===== src/clk_ctrl_pkg.sv =====
// constants and types shared by the clock control block
package clk_ctrl_pkg;
    typedef enum logic [1:0] {
        SRC_PLL_A = 2'h0,
        SRC_PLL_B = 2'h1,
        SRC_DIV = 2'h2
    } src_t;

    typedef enum logic [0:0] {
        SEL_RUN = 1'h0,
        SEL_SWITCH = 1'h1
    } sel_state_t;

    localparam int N_PLL = 3;
    localparam int PLL_A_IDX = 0;
    localparam int PLL_B_IDX = 1;
    localparam int DIV_PLL_LO_IDX = 1;
    localparam int DIV_PLL_HI_IDX = 2;
    localparam logic [1:0] DIV2_LAST = 2'h1;
    localparam logic [1:0] DIV4_LAST = 2'h3;
    localparam logic [1:0] CNT_RST = 2'h0;
    localparam src_t RST_SRC = SRC_PLL_A;
    localparam logic RST_DIV_PLL = 1'h0;
    localparam logic RST_DIV_RATIO = 1'h0;
    localparam logic RST_DIS = 1'h0;
    localparam logic RST_ACT = 1'h0;
endpackage


===== src/core_cfg_if.sv =====
// per-core clock selection carrier between controller and selector
interface core_cfg_if;
    clk_ctrl_pkg::src_t src;
    logic div_pll;
    logic div_ratio;
    logic tick;
    logic busy;

    modport ctrl (output src, output div_pll, output div_ratio,
                  input tick, input busy);
    modport sel (input src, input div_pll, input div_ratio,
                 output tick, output busy);
endinterface


===== src/core_clk_sel.sv =====
// glitchless per-core source and divider selector
module core_clk_sel (
    input wire logic core_clk,
    input wire logic reset,
    input wire logic [clk_ctrl_pkg::N_PLL-1:0] pll_tick,
    core_cfg_if.sel cfg
);
    clk_ctrl_pkg::src_t src_r, src_nxt;
    clk_ctrl_pkg::sel_state_t state_r, state_nxt;
    logic div_pll_r, div_pll_nxt;
    logic div_ratio_r, div_ratio_nxt;
    logic [1:0] cnt_r, cnt_nxt;
    logic tick_r, tick_nxt;
    logic src_tick;
    logic [1:0] last;
    logic change;

    ////////////////////////////////////////////////////////////////////////
    always_comb begin
        src_nxt = src_r;
        div_pll_nxt = div_pll_r;
        div_ratio_nxt = div_ratio_r;
        cnt_nxt = cnt_r;
        state_nxt = state_r;
        tick_nxt = 1'b0;
        case (src_r)
            clk_ctrl_pkg::SRC_PLL_A: begin
                src_tick = pll_tick[clk_ctrl_pkg::PLL_A_IDX];
            end
            clk_ctrl_pkg::SRC_PLL_B: begin
                src_tick = pll_tick[clk_ctrl_pkg::PLL_B_IDX];
            end
            clk_ctrl_pkg::SRC_DIV: begin
                src_tick = div_pll_r ? pll_tick[clk_ctrl_pkg::DIV_PLL_HI_IDX]
                                     : pll_tick[clk_ctrl_pkg::DIV_PLL_LO_IDX];
            end
            default: begin
                src_tick = 1'b0;
            end
        endcase
        last = div_ratio_r ? clk_ctrl_pkg::DIV4_LAST
                           : clk_ctrl_pkg::DIV2_LAST;
        if (src_r == clk_ctrl_pkg::SRC_DIV) begin
            if (src_tick) begin
                if (cnt_r == last) begin
                    cnt_nxt = clk_ctrl_pkg::CNT_RST;
                    tick_nxt = 1'b1;
                end else begin
                    cnt_nxt = cnt_r + 2'h1;
                end
            end
        end else begin
            tick_nxt = src_tick;
        end
        change = (cfg.src != src_r) || (cfg.div_pll != div_pll_r) ||
                 (cfg.div_ratio != div_ratio_r);
        case (state_r)
            clk_ctrl_pkg::SEL_RUN: begin
                if (change) begin
                    state_nxt = clk_ctrl_pkg::SEL_SWITCH;
                end
            end
            clk_ctrl_pkg::SEL_SWITCH: begin
                // hand over only once the running cycle has completed
                if (tick_nxt) begin
                    src_nxt = cfg.src;
                    div_pll_nxt = cfg.div_pll;
                    div_ratio_nxt = cfg.div_ratio;
                    cnt_nxt = clk_ctrl_pkg::CNT_RST;
                    state_nxt = clk_ctrl_pkg::SEL_RUN;
                end
            end
            default: begin
                state_nxt = clk_ctrl_pkg::SEL_RUN;
            end
        endcase
    end

    always_ff @(posedge core_clk) begin
        if (reset) begin
            src_r <= clk_ctrl_pkg::RST_SRC;
            div_pll_r <= clk_ctrl_pkg::RST_DIV_PLL;
            div_ratio_r <= clk_ctrl_pkg::RST_DIV_RATIO;
            cnt_r <= clk_ctrl_pkg::CNT_RST;
            state_r <= clk_ctrl_pkg::SEL_RUN;
            tick_r <= 1'b0;
        end else begin
            src_r <= src_nxt;
            div_pll_r <= div_pll_nxt;
            div_ratio_r <= div_ratio_nxt;
            cnt_r <= cnt_nxt;
            state_r <= state_nxt;
            tick_r <= tick_nxt;
        end
    end

    assign cfg.tick = tick_r;
    assign cfg.busy = (state_r == clk_ctrl_pkg::SEL_SWITCH);
endmodule


===== src/soc_clock_gating_and_select.sv =====
// clock gating, device disable and per-core clock selection
module soc_clock_gating_and_select #(
    parameter int N_CORE = 4,
    parameter int N_BLK = 8
) (
    input wire logic core_clk,
    input wire logic reset,
    input wire logic [clk_ctrl_pkg::N_PLL-1:0] pll_tick,
    input wire logic [N_BLK-1:0] work_dispatch,
    input wire logic [N_BLK-1:0] blk_busy,
    input wire logic [N_BLK-1:0] device_disable_ctrl,
    output logic [N_BLK-1:0] blk_clk_en,
    output logic [N_BLK-1:0] blk_disabled,
    input wire logic [1:0] core_src_sel [N_CORE],
    input wire logic [N_CORE-1:0] core_div_pll,
    input wire logic [N_CORE-1:0] core_div_ratio,
    output logic [N_CORE-1:0] core_clk_tick,
    output logic [N_CORE-1:0] core_switching
);
    logic [N_BLK-1:0] act_r, act_nxt;
    logic [N_BLK-1:0] dis_r, dis_nxt;
    clk_ctrl_pkg::src_t src_r [N_CORE];
    clk_ctrl_pkg::src_t src_nxt [N_CORE];
    logic [N_CORE-1:0] div_pll_r, div_pll_nxt;
    logic [N_CORE-1:0] div_ratio_r, div_ratio_nxt;

    function automatic logic src_code_ok(input logic [1:0] code);
        src_code_ok = (code == clk_ctrl_pkg::SRC_PLL_A) ||
                      (code == clk_ctrl_pkg::SRC_PLL_B) ||
                      (code == clk_ctrl_pkg::SRC_DIV);
    endfunction

    ////////////////////////////////////////////////////////////////////////
    // block gating and static disable
    always_comb begin
        dis_nxt = dis_r | device_disable_ctrl;
        act_nxt = (work_dispatch | blk_busy) & ~dis_nxt;
    end

    always_ff @(posedge core_clk) begin
        if (reset) begin
            dis_r <= {N_BLK{clk_ctrl_pkg::RST_DIS}};
            act_r <= {N_BLK{clk_ctrl_pkg::RST_ACT}};
        end else begin
            dis_r <= dis_nxt;
            act_r <= act_nxt;
        end
    end

    assign blk_clk_en = act_r;
    assign blk_disabled = dis_r;

    ////////////////////////////////////////////////////////////////////////
    // core clock selection requests; unused source code is ignored
    always_comb begin
        div_pll_nxt = core_div_pll;
        div_ratio_nxt = core_div_ratio;
        for (int c = 0; c < N_CORE; c++) begin
            src_nxt[c] = src_r[c];
            if (src_code_ok(core_src_sel[c])) begin
                src_nxt[c] = clk_ctrl_pkg::src_t'(core_src_sel[c]);
            end
        end
    end

    always_ff @(posedge core_clk) begin
        if (reset) begin
            for (int c = 0; c < N_CORE; c++) begin
                src_r[c] <= clk_ctrl_pkg::RST_SRC;
            end
            div_pll_r <= {N_CORE{clk_ctrl_pkg::RST_DIV_PLL}};
            div_ratio_r <= {N_CORE{clk_ctrl_pkg::RST_DIV_RATIO}};
        end else begin
            for (int c = 0; c < N_CORE; c++) begin
                src_r[c] <= src_nxt[c];
            end
            div_pll_r <= div_pll_nxt;
            div_ratio_r <= div_ratio_nxt;
        end
    end

    ////////////////////////////////////////////////////////////////////////
    // one glitchless selector per core
    for (genvar g = 0; g < N_CORE; g++) begin : g_core
        core_cfg_if cfg ();

        assign cfg.src = src_r[g];
        assign cfg.div_pll = div_pll_r[g];
        assign cfg.div_ratio = div_ratio_r[g];
        assign core_clk_tick[g] = cfg.tick;
        assign core_switching[g] = cfg.busy;

        core_clk_sel u_sel (
            .core_clk(core_clk),
            .reset(reset),
            .pll_tick(pll_tick),
            .cfg(cfg)
        );
    end
endmodule


===== config.mk =====
export PLATFORM = sky130hd
export DESIGN_NAME = soc_clock_gating_and_select
export DESIGN_NICKNAME = d
export VERILOG_FILES = /design/src/clk_ctrl_pkg.sv /design/src/core_cfg_if.sv /design/src/core_clk_sel.sv /design/src/soc_clock_gating_and_select.sv
export SDC_FILE = /design/constraint.sdc
export NUM_CORES = 1
export LEC_CHECK = 0
export BUFFER_PORTS_ARGS = -buffer_cell sky130_fd_sc_hd__clkbuf_2
export CELL_PAD_IN_SITES_DETAIL_PLACEMENT = 0
export CELL_PAD_IN_SITES_GLOBAL_PLACEMENT = 1
export CORE_ASPECT_RATIO = 0.9
export CORE_MARGIN = 4
export CORE_UTILIZATION = 44
export CTS_CLUSTER_SIZE = 40
export DETAILED_ROUTE_END_ITERATION = 10
export PLACE_DENSITY = 0.84
export SLEW_MARGIN = 20
export SYNTH_ARGS = -nofsm -noshare
export SYNTH_HDL_FRONTEND = slang
export SYNTH_SLANG_ARGS = --single-unit
export TNS_END_PERCENT = 1

===== constraint.sdc =====
create_clock -name core_clk -period 2.2 [get_ports core_clk]
set_input_delay 0.11 -clock core_clk [delete_from_list [all_inputs] [get_ports core_clk]]
set_output_delay 0.11 -clock core_clk [all_outputs]
set_load 0.02 [all_outputs]

==> results.py, run 1 <==
metrics = {
    "clock_network": {
        "clock_insertion_delay_worst_skew_ns": 0.33,
        "cts_root_buffer": "sky130_fd_sc_hd__clkbuf_8",
        "tritoncts.num_buffers": 9,
        "h-tree-depth": 3,
        "post_cts_resize_count": 0,
        "clock_sinks": 64,
        "post-cts-setup-buffers": 0,
        "ctsLongestPathBuffers": 2,
        "clk_transition_reported_paths_ns": 0.06,
        "cts_tree": "done",
    },
    "yosys": {
        "ys_warn_count": 0,
        "post_synth_simple_gate_area_pct": 29.6,
        "synth.mux.area_fraction_pct": 5.81,
        "synth_compound_gate_area_share_pct": 8.50,
        "synth_adder_area_share_pct": 0,
        "ys_seq_elements": 64,
        "synth_flop_cell": "sky130_fd_sc_hd__dfxtp_1",
        "post_synth_instance_area_um2": 2890,
        "synth-edff-count": 0,
        "synthDistinctLibCells": 32,
        "synth_top_family_by_area": "simple AND/OR/NAND/NOR gates",
        "synth_async_sr_flop_share_pct": 0,
        "ys_seq_area_share_pct": 44.4,
        "synth_nets": 327,
        "syn_area_per_cell_um2": 10.2,
        "post_synth_xor_area_fraction_pct": 6.68,
        "synthesis.instances": 282,
    },
    "pwr": {
        "p_comb_share_pct": 13.0,
        "power.clock.fraction_pct": 35.8,
        "power.share.switching_pct": 24.7,
        "p_leak_nw": 1.50,
        "power_density_nw_per_um2": 693,
        "power.sequential.fraction_pct": 51.1,
        "power_report.internal_total_mw": 1.86,
        "vdd_drop_max_v": 0.000459,
        "switchingPower_uw": 610,
    },
    "worst_setup_path": {
        "worst_ep_required_time_ns": 2.41,
        "timing.reg2reg.setup_slack_ns": 0.52,
        "startpoint_types": "flop",
        "worstRegToRegCells": 4,
        "cp_max_fo": 7,
        "worst-endpoint-arrival_ns": 1.89,
        "critical_path.reg2reg.endpoint": "g_core[0].u_sel.div_pll_r",
        "worst_r2r_startpoint": "g_core[0].u_sel.src_r[0]",
        "crit_path_end_kind": "flop",
        "worst-setup-path-type": "reg -> reg",
    },
    "timing": {
        "slew_violations": 0,
        "setup_repair_after_global_routing_missed_its_margin": "false",
        "final_period_minus_worst_setup_slack_ns": 1.68,
        "hold-worst-slack_ns": 0.0206,
        "fin_worst_skew_ns": 0.00442,
        "finalCritPeriodShare_pct": 76.3,
        "timing_worst_slew_pin_value_ns": 0.429,
        "hold_viol_final": 0,
        "aggregate_negative_setup_slack_ns": 0,
        "slew-limit-headroom_pct": 71.4,
        "fmax_mhz": 595,
        "setup_viol_count_final": 0,
    },
    "routing": {
        "first_iter_violations": 66,
        "final_antenna_net_count": 0,
        "wirelength_um": 5420,
        "viasPerCell": 4.73,
        "drt-wirelength-per-cell_um": 12.1,
        "drc": 0,
        "vias": 2123,
        "detailedRoute.firstPassIterationCount": 4,
    },
    "grt": {
        "global_route.usage.total_pct": 14.9,
        "first_global_vias": 2182,
        "grt_pass1_wl_um": 9460,
        "antenna_found_initial": 0,
        "largest_net_degree_at_the_start_of_global_routing": 39,
        "globalRouteOverflowTotal": 0,
    },
    "die": {
        "floorplan.die_area_um2": 7920,
        "coreArea_um2": 6250,
        "fp.dieH_um": 84.8,
        "die_x_um": 93.4,
        "core.rowCount": 27,
        "start_util_pct": 46.2,
        "boundaryPins": 69,
    },
    "run_status": {
        "status": "finished clean",
    },
    "min_path": {
        "hold_path_class": "in -> reg",
        "hold_path_depth": 3,
        "worst_hold_startpoint": "work_dispatch[0]",
        "worstHoldEndpoint": "blk_clk_en[0]",
    },
    "finish": {
        "final_nets": 404,
        "post_route_cells_drive_above_1_share_pct": 29.8,
        "antenna_cells": 0,
        "mostFrequentLayoutCells": "sky130_fd_sc_hd__clkbuf_2, sky130_fd_sc_hd__dfxtp_1, sky130_fd_sc_hd__nor2_1",
        "finish.instance_area_um2": 3560,
        "most_frequent_standard_cell_in_the_layout_excluding_fill_and_tap_cells": "sky130_fd_sc_hd__clkbuf_2",
        "synthToLayoutAreaGrowth_pct": 23.5,
    },
    "placement": {
        "post-dp-hpwl_um": 3790,
        "place_area_um2": 3210,
        "placement.io_buffers": 68,
        "gpl.final_weighted_congestion": 0.791,
    },
    "job": {
        "cap_violations": 0,
    },
}
-- worst max-delay path: stages, from the launching register on --
cell and delay [ns]:
sky130_fd_sc_hd__dfxtp_1 0.36, sky130_fd_sc_hd__nand3b_1 0.21, sky130_fd_sc_hd__o32ai_2 0.43, sky130_fd_sc_hd__and2_1 0.46, sky130_fd_sc_hd__o21ai_2 0.10
-- flip-flops by register name (all words and copies together), names as in the netlist --
| signal | flops |
|---|---|
| g_core.u_sel.div_pll_r | 4 |
| div_ratio_r | 4 |
| div_pll_r | 4 |
| blk_clk_en | 8 |
| g_core.u_sel.cnt_r | 8 |
| g_core.u_sel.cfg.busy | 4 |
| g_core.u_sel.cfg.tick | 4 |
| blk_disabled | 8 |
| src_r | 8 |
| g_core.u_sel.div_ratio_r | 4 |
| g_core.u_sel.src_r | 8 |
-- stage by stage --
step | std cells | total power [mW] | setup slack [ns] | util [%]
5_1_grt | 449 | 2.60 | 0.384 | 57.0
3_3_place_gp | 417 | 1.59 | 0.586 | 51.4
6_report | 449 | 2.47 | 0.520 | 57.0
4_1_cts | 449 | 2.51 | 0.521 | 57.0
3_5_place_dp | 417 | 1.59 | 0.539 | 51.4
2_1_floorplan | 282 | 1.51 | 0.840 | -
-- cells by family (layout without fill, tap and decap cells) --
logic type | Yosys count | in the layout
AND/OR/NAND/NOR | 128 | 128
flip-flops | 64 | 64
multiplexers | 16 | 16
AO/OA/AOI/OAI | 28 | 28
buffers and inverters | 24 | 104
XOR/XNOR | 22 | 22
-- how the worst max path moves through the flow --
stage	start	endpoint	slack, ns	depth (start not counted)
floorplan	g_core[0].u_sel.src_r[0]	g_core[0].u_sel.cfg.busy	0.84	5
global placement	g_core[0].u_sel.src_r[0]	g_core[0].u_sel.div_pll_r	0.59	4
detailed placement	g_core[0].u_sel.src_r[0]	g_core[0].u_sel.div_pll_r	0.54	4
CTS	g_core[0].u_sel.src_r[0]	g_core[0].u_sel.div_pll_r	0.52	4
global route	g_core[3].u_sel.src_r[0]	g_core[3].u_sel.div_pll_r	0.38	4
finish	g_core[0].u_sel.src_r[0]	g_core[0].u_sel.div_pll_r	0.52	4
-- metal layers --
layer / routed length, um / part of all wire [%] / vias to the layer above / track usage [%]
met5: 0 / 0 / - / 0
met3: 233 / 4.3 / 10 / 4.96
met4: 99 / 1.8 / 0 / 6.79
met1: 2460 / 45 / 979 / 17.3
met2: 2630 / 48 / 31 / 24.7
li1: - / - / 1103 / -
-- area by class of cell --
type                    count  area (um2)
inverters                   2        7.51
fillers                   561        2690
clock buffers              14         173
flip-flops and latches     64        1280
repair buffers             88         536
well taps                  87         109
multi-input cells         194        1460
-- power by group through the flow --
stage / registers (mW) / clock network [mW] / logic [mW]
global route: 1.27 / 0.973 / 0.356
global placement: 1.29 / 0 / 0.298
finish: 1.26 / 0.885 / 0.322
detailed placement: 1.29 / 0 / 0.299
CTS: 1.26 / 0.921 / 0.325
floorplan: 1.30 / 0 / 0.210
-- synth_stat cells, types with 3 or more instances --
library cell,n,area (um2)
sky130_fd_sc_hd__nand4b_1,10,87.6
sky130_fd_sc_hd__nor3_2,4,40.0
sky130_fd_sc_hd__nand3_1,4,20.0
sky130_fd_sc_hd__clkbuf_1,8,30.0
sky130_fd_sc_hd__buf_6,3,33.8
sky130_fd_sc_hd__mux2i_1,14,140
sky130_fd_sc_hd__xnor2_1,16,140
sky130_fd_sc_hd__dfxtp_1,64,1280
sky130_fd_sc_hd__nor3b_1,14,105
sky130_fd_sc_hd__buf_4,8,60.1
sky130_fd_sc_hd__nor2b_1,24,150
sky130_fd_sc_hd__nand2b_1,20,125
sky130_fd_sc_hd__nor3_1,10,50.1
sky130_fd_sc_hd__o21ai_0,10,50.1
sky130_fd_sc_hd__xor2_1,6,52.6
sky130_fd_sc_hd__or2b_1,4,30.0
sky130_fd_sc_hd__buf_2,3,15.0
sky130_fd_sc_hd__o21ai_2,8,70.1
sky130_fd_sc_hd__nor2_1,26,97.6
-- timing repair --
action                     CTS  global route
hold buffers                18             0
setup endpoints to repair    0             0
hold endpoints to repair    18             0
No activity file was read; power rests on OpenSTA's default activity.
==> run 2: changes to the inputs <==
--- a/config.mk
+++ b/config.mk
@@ -10,10 +10,10 @@
 export CELL_PAD_IN_SITES_GLOBAL_PLACEMENT = 1
 export CORE_ASPECT_RATIO = 0.9
 export CORE_MARGIN = 4
-export CORE_UTILIZATION = 44
+export CORE_UTILIZATION = 37
 export CTS_CLUSTER_SIZE = 40
 export DETAILED_ROUTE_END_ITERATION = 10
-export PLACE_DENSITY = 0.84
+export PLACE_DENSITY = 0.75
 export SLEW_MARGIN = 20
 export SYNTH_ARGS = -nofsm -noshare
 export SYNTH_HDL_FRONTEND = slang
==> constraint.sdc (replaced) <==
create_clock -name core_clk -period 1.4 [get_ports core_clk]
set_input_delay 0.07 -clock core_clk [delete_from_list [all_inputs] [get_ports core_clk]]
set_output_delay 0.07 -clock core_clk [all_outputs]
set_load 0.02 [all_outputs]
==> run 2 against run 1 <==
  * Clock power increased by 56%
  * Power increased by 62%
  * Sequential share of layout area decreased by 3.8 points
  * Wire length increased by 16%
  * Via count increased by 9.5%
  * Global-route usage about the same
  * Die area increased by 17%
  * Clock skew increased by 0.0026 ns
  * Cell count increased by 11%
  * Critical path type unchanged
==> results.py, run 2 (synthesis results as in run 1) <==
metrics = {
    "timing": {
        "finalCritPeriodShare_pct": 97.6,
        "timing_worst_slew_pin_value_ns": 0.434,
        "hold_viol_final": 0,
        "fin_worst_skew_ns": 0.00701,
        "slew_violations": 0,
        "final_period_minus_worst_setup_slack_ns": 1.37,
        "slew-limit-headroom_pct": 71.0,
        "setup_viol_count_final": 0,
        "setup_repair_after_global_routing_missed_its_margin": "true",
        "fmax_mhz": 732,
    },
    "grt": {
        "first_global_vias": 2384,
        "globalRouteOverflowTotal": 0,
        "antenna_found_initial": 0,
        "grt_pass1_wl_um": 11100,
        "largest_net_degree_at_the_start_of_global_routing": 34,
        "global_route.usage.total_pct": 14.9,
    },
    "placement": {
        "placement.io_buffers": 68,
        "gpl.final_weighted_congestion": 0.774,
        "post-dp-hpwl_um": 4200,
    },
    "run_status": {
        "status": "finished clean",
    },
    "finish": {
        "final_core_utilization_pct": 52.8,
        "most_frequent_standard_cell_in_the_layout_excluding_fill_and_tap_cells": "sky130_fd_sc_hd__clkbuf_2",
        "mostFrequentLayoutCells": "sky130_fd_sc_hd__clkbuf_2, sky130_fd_sc_hd__dfxtp_1, sky130_fd_sc_hd__dlygate4sd3_1",
        "synthToLayoutAreaGrowth_pct": 38.8,
        "post_route_cells_drive_above_1_share_pct": 35.4,
        "final_nets": 445,
        "antenna_cells": 0,
    },
    "worst_setup_path": {
        "crit_path_end_kind": "flop",
        "critical-path-slowest-cell": "sky130_fd_sc_hd__nor4_4",
        "worstPathCellList": "nand3b_4, nor4_4, a31oi_4, nor3b_4",
        "startpoint_types": "flop",
        "worst_ep_required_time_ns": 1.61,
        "cp_max_fo": 5,
        "worst-setup-path-type": "reg -> reg",
        "worst-endpoint-arrival_ns": 1.58,
        "largest_incremental_delay_on_the_critical_path_ns": 0.36,
    },
    "clock_network": {
        "clock_insertion_delay_worst_skew_ns": 0.33,
        "cts_tree": "done",
        "clk_transition_reported_paths_ns": 0.07,
        "tritoncts.num_buffers": 9,
        "clock_sinks": 64,
        "cts_root_buffer": "sky130_fd_sc_hd__clkbuf_8",
        "ctsLongestPathBuffers": 2,
        "h-tree-depth": 3,
    },
    "routing": {
        "drt-wirelength-per-cell_um": 12.5,
        "viasPerCell": 4.65,
        "first_iter_violations": 37,
        "drc": 0,
        "detailedRoute.firstPassIterationCount": 4,
        "wirelength_um": 6270,
        "vias": 2325,
        "final_antenna_net_count": 0,
    },
    "die": {
        "boundaryPins": 69,
        "core.rowCount": 30,
        "floorplan.die_area_um2": 9280,
        "coreArea_um2": 7580,
        "start_util_pct": 38.1,
        "fp.dieH_um": 91.8,
        "die_x_um": 101,
    },
    "pwr": {
        "vdd_drop_max_v": 0.000550,
        "p_leak_nw": 1.71,
        "total_power_mw": 4.00,
        "power_density_nw_per_um2": 999,
    },
    "job": {
        "cap_violations": 0,
    },
    "min_path": {
        "hold_path_class": "in -> reg",
    },
}
[run 2: area by class of cell]
cell class | instances | area [um2]
Timing Repair Buffer | 129 | 925
Fill cell | 694 | 3580
Inverter | 2 | 7.51
Clock inverter | 4 | 20.0
Sequential cell | 64 | 1290
Clock buffer | 11 | 151
Tap cell | 96 | 120
Multi-Input combinational cell | 194 | 1500
[run 2: path summary, 6_finish.rpt]
check	from	endpoint	slack, ns	cells after the start
min	blk_busy[3]	blk_clk_en[3]	0.05	3
max reg2reg	g_core[1].u_sel.src_r[0]	g_core[1].u_sel.cfg.busy	0.03	4
min reg2reg	div_ratio_r[2]	g_core[2].u_sel.div_ratio_r	0.47	2
max	g_core[1].u_sel.src_r[0]	g_core[1].u_sel.cfg.busy	0.03	4
[run 2: critical path: cells and delay by family (launching register included)]
kind	cells	cell delay (ns)
AOI/OAI and AO/OA	1	0.18
and+or+nand+nor	3	0.71
DFF	1	0.35
[run 2: through the flow]
stage / hold WS, ns / area (um2) / worst slack (ns) / TNS [ns] / instances
finish: 0.0546 / 4010 / 0.0338 / 0 / 500
global route: 0.166 / 4010 / -0.0468 / -0.129 / 500
CTS: 0.123 / 3970 / 0.0294 / 0 / 501
detailed placement: 0.285 / 3390 / 0.0160 / 0 / 445
global placement: 0.279 / 3390 / 0.0726 / 0 / 445
floorplan: 0.198 / 2890 / 0.0398 / 0 / 282
[run 2: power by group]
part | internal [mW] | switching (mW)
Clock | 0.716 | 0.668
Combinational | 0.336 | 0.297
Sequential | 1.91 | 0.0730
Total | 2.96 | 1.04
[run 2: per-layer routing]
| layer | global-route usage, % | up-vias | wire [um] | part of all wire, % |
|---|---|---|---|---|
| li1 | - | 1192 | - | - |
| met3 | 4.03 | 9 | 212 | 3.4 |
| met1 | 18.5 | 1095 | 2800 | 45 |
| met2 | 24.0 | 29 | 3160 | 50 |
| met4 | 6.31 | 0 | 100 | 1.6 |
| met5 | 0 | - | 0 | 0 |
[run 2: repair_timing]
item,CTS,global route
gates resized for setup,0,15
setup endpoints to repair,1,22
hold buffers,40,0
buffers inserted,1,0
hold endpoints to repair,32,0
pin swaps,0,6
==> run 3: changes to the inputs <==
--- a/config.mk
+++ b/config.mk
@@ -5,7 +5,7 @@
 export SDC_FILE = /design/constraint.sdc
 export NUM_CORES = 1
 export LEC_CHECK = 0
-export BUFFER_PORTS_ARGS = -buffer_cell sky130_fd_sc_hd__clkbuf_2
+export BUFFER_PORTS_ARGS = -buffer_cell sky130_fd_sc_hd__buf_2
 export CELL_PAD_IN_SITES_DETAIL_PLACEMENT = 0
 export CELL_PAD_IN_SITES_GLOBAL_PLACEMENT = 1
 export CORE_ASPECT_RATIO = 0.9
==> run 3 against run 2 <==
  * Design area is 0.87% higher
  * Worst hold slack worse by 0.036 ns
  * Clock skew is 0.0027 ns higher
  * Cell count is 1.2% higher
  * Die area stayed put
  * Register-to-register slack better by 0.04 ns
  * Non-clock buffer count is 5 higher
  * Utilization is 0.46 points higher
  * Sequential share of layout area is 0.28 points lower
  * Maximum frequency is 0.73% lower
  * Setup slack worse by 0.010 ns
  * Largest cell class unchanged
==> results.py, run 3 (synthesis results as in run 1) <==
metrics = {
    "pwr": {
        "p_comb_share_pct": 14.6,
        "power_report.internal_total_mw": 3.30,
        "vdd_drop_max_v": 0.000705,
        "power.sequential.fraction_pct": 45.7,
        "total_power_mw": 4.34,
        "power_density_nw_per_um2": 1070,
        "switchingPower_mw": 1.04,
        "power.share.switching_pct": 24.0,
        "p_leak_nw": 1.74,
        "power.clock.fraction_pct": 39.8,
    },
    "timing": {
        "fmax_mhz": 727,
        "slew-limit-headroom_pct": 73.9,
        "aggregate_negative_setup_slack_ns": 0,
        "final_period_minus_worst_setup_slack_ns": 1.38,
        "timing_worst_slew_pin_value_ns": 0.391,
        "final_critical_path_setup_slack_ns": 0.0237,
        "fin_worst_skew_ns": 0.00975,
        "hold_viol_final": 0,
        "setup_repair_after_global_routing_missed_its_margin": "true",
        "setup_viol_count_final": 0,
        "slew_violations": 0,
        "finalCritPeriodShare_pct": 98.3,
    },
    "clock_network": {
        "cts_root_buffer": "sky130_fd_sc_hd__clkbuf_8",
        "clock_sinks": 64,
        "clk_transition_reported_paths_ns": 0.07,
        "clock_insertion_delay_worst_skew_ns": 0.33,
        "h-tree-depth": 3,
        "cts_tree": "done",
        "tritoncts.num_buffers": 9,
        "ctsLongestPathBuffers": 2,
    },
    "grt": {
        "grt_pass1_wl_um": 10900,
        "largest_net_degree_at_the_start_of_global_routing": 22,
        "global_route.usage.total_pct": 14.6,
        "first_global_vias": 2405,
        "antenna_found_initial": 0,
        "globalRouteOverflowTotal": 0,
    },
    "finish": {
        "finish.instance_area_um2": 4040,
        "post_route_cells_drive_above_1_share_pct": 35.6,
        "final_nets": 450,
        "most_frequent_standard_cell_in_the_layout_excluding_fill_and_tap_cells": "sky130_fd_sc_hd__buf_2",
        "fillerInstances": 697,
        "antenna_cells": 0,
        "mostFrequentLayoutCells": "sky130_fd_sc_hd__buf_2, sky130_fd_sc_hd__dfxtp_1, sky130_fd_sc_hd__dlygate4sd3_1",
        "synthToLayoutAreaGrowth_pct": 40.0,
    },
    "worst_setup_path": {
        "timing.reg2reg.setup_slack_ns": 0.07,
        "startpoint_types": "input pin",
        "worst-setup-path-type": "in -> reg",
        "cp_max_fo": 2,
        "critPathTopFamily": "buffers and inverters",
        "critical-path-slowest-cell": "sky130_fd_sc_hd__dlygate4sd3_1",
        "worstPathCellList": "dlygate4sd3_1, buf_2, nor2_1, o21ai_0, dlygate4sd3_1, nor2_1",
        "worst_ep_required_time_ns": 1.67,
        "critical_path.n_buffers_inverters": 3,
        "largest_incremental_delay_on_the_critical_path_ns": 0.57,
        "worst-endpoint-arrival_ns": 1.65,
        "crit_path_end_kind": "flop",
    },
    "die": {
        "boundaryPins": 69,
        "coreArea_um2": 7580,
        "fp.dieH_um": 91.8,
        "die_x_um": 101,
        "floorplan.die_area_um2": 9280,
        "core.rowCount": 30,
        "start_util_pct": 38.1,
    },
    "job": {
        "cap_violations": 0,
    },
    "routing": {
        "first_iter_violations": 61,
        "detailedRoute.firstPassIterationCount": 4,
        "wirelength_um": 6470,
        "drc": 0,
        "vias": 2349,
        "final_antenna_net_count": 0,
        "drt-wirelength-per-cell_um": 12.8,
        "viasPerCell": 4.64,
    },
    "placement": {
        "gpl.final_weighted_congestion": 0.786,
        "post-dp-hpwl_um": 4280,
        "place_area_um2": 3400,
        "placement.io_buffers": 68,
        "dp_worst_setup_slack_ns": 0.00845,
    },
    "run_status": {
        "status": "finished clean",
    },
    "min_path": {
        "hold_path_class": "in -> reg",
    },
}
run 3: cell count changes in the layout (fill, tap and decap cells not counted), moves of 3 or more:
cell and delta:
sky130_fd_sc_hd__clkinv_2 -3, sky130_fd_sc_hd__clkbuf_2 -68, sky130_fd_sc_hd__clkbuf_1 +3, sky130_fd_sc_hd__buf_2 +68, sky130_fd_sc_hd__buf_4 +8
run 3: routing by layer:
metal,track usage (%),vias up,wire (um)
met5,0,-,0
met4,5.43,0,149
met3,5.02,12,249
li1,-,1201,-
met2,24.0,39,3190
met1,17.6,1097,2890
run 3: stage by stage:
stage	instances	hold WS [ns]	util [%]
6_report	506	0.0188	53.3
5_1_grt	506	0.00818	53.3
4_1_cts	506	0.00353	53.0
3_3_place_gp	450	0.282	44.9
3_5_place_dp	450	0.284	44.9
2_1_floorplan	282	0.198	-
run 3: power groups by stage:
stage	Clock, mW	Combinational, mW	Sequential, mW
after floorplan	0	0.330	2.04
after global placement	0	0.520	2.02
after detailed placement	0	0.527	2.02
after CTS	1.77	0.621	1.98
after global routing	1.85	0.692	1.99
final	1.72	0.632	1.98
run 3: worst paths after layout:
check                                              start                  endpoint  depth (start not counted)
worst max-delay path              device_disable_ctrl[0]             blk_clk_en[0]                          6
worst min register to register           blk_disabled[1]           blk_disabled[1]                          2
worst min-delay path                     core_src_sel[3]               src_r[2][1]                          2
worst max register to register  g_core[1].u_sel.src_r[0]  g_core[1].u_sel.cfg.busy                          4
run 3: area by class of cell:
type                            instances  area [um2]  area share (%)
Clock buffer                           13         149            3.68
Tap cell                               96         120            2.97
Timing Repair Buffer                  134         933            23.1
Inverter                                2        7.51           0.186
Sequential cell                        64        1290            31.9
Clock inverter                          3        65.1            1.61
Multi-Input combinational cell        194        1480            36.6
run 3: what timing repair did:
action	in CTS	in global routing
endpoints found under the setup margin	1	26
buffers inserted	1	0
pin swaps	0	4
hold buffers	39	0
resized for setup	0	13
hold endpoints to repair	31	0
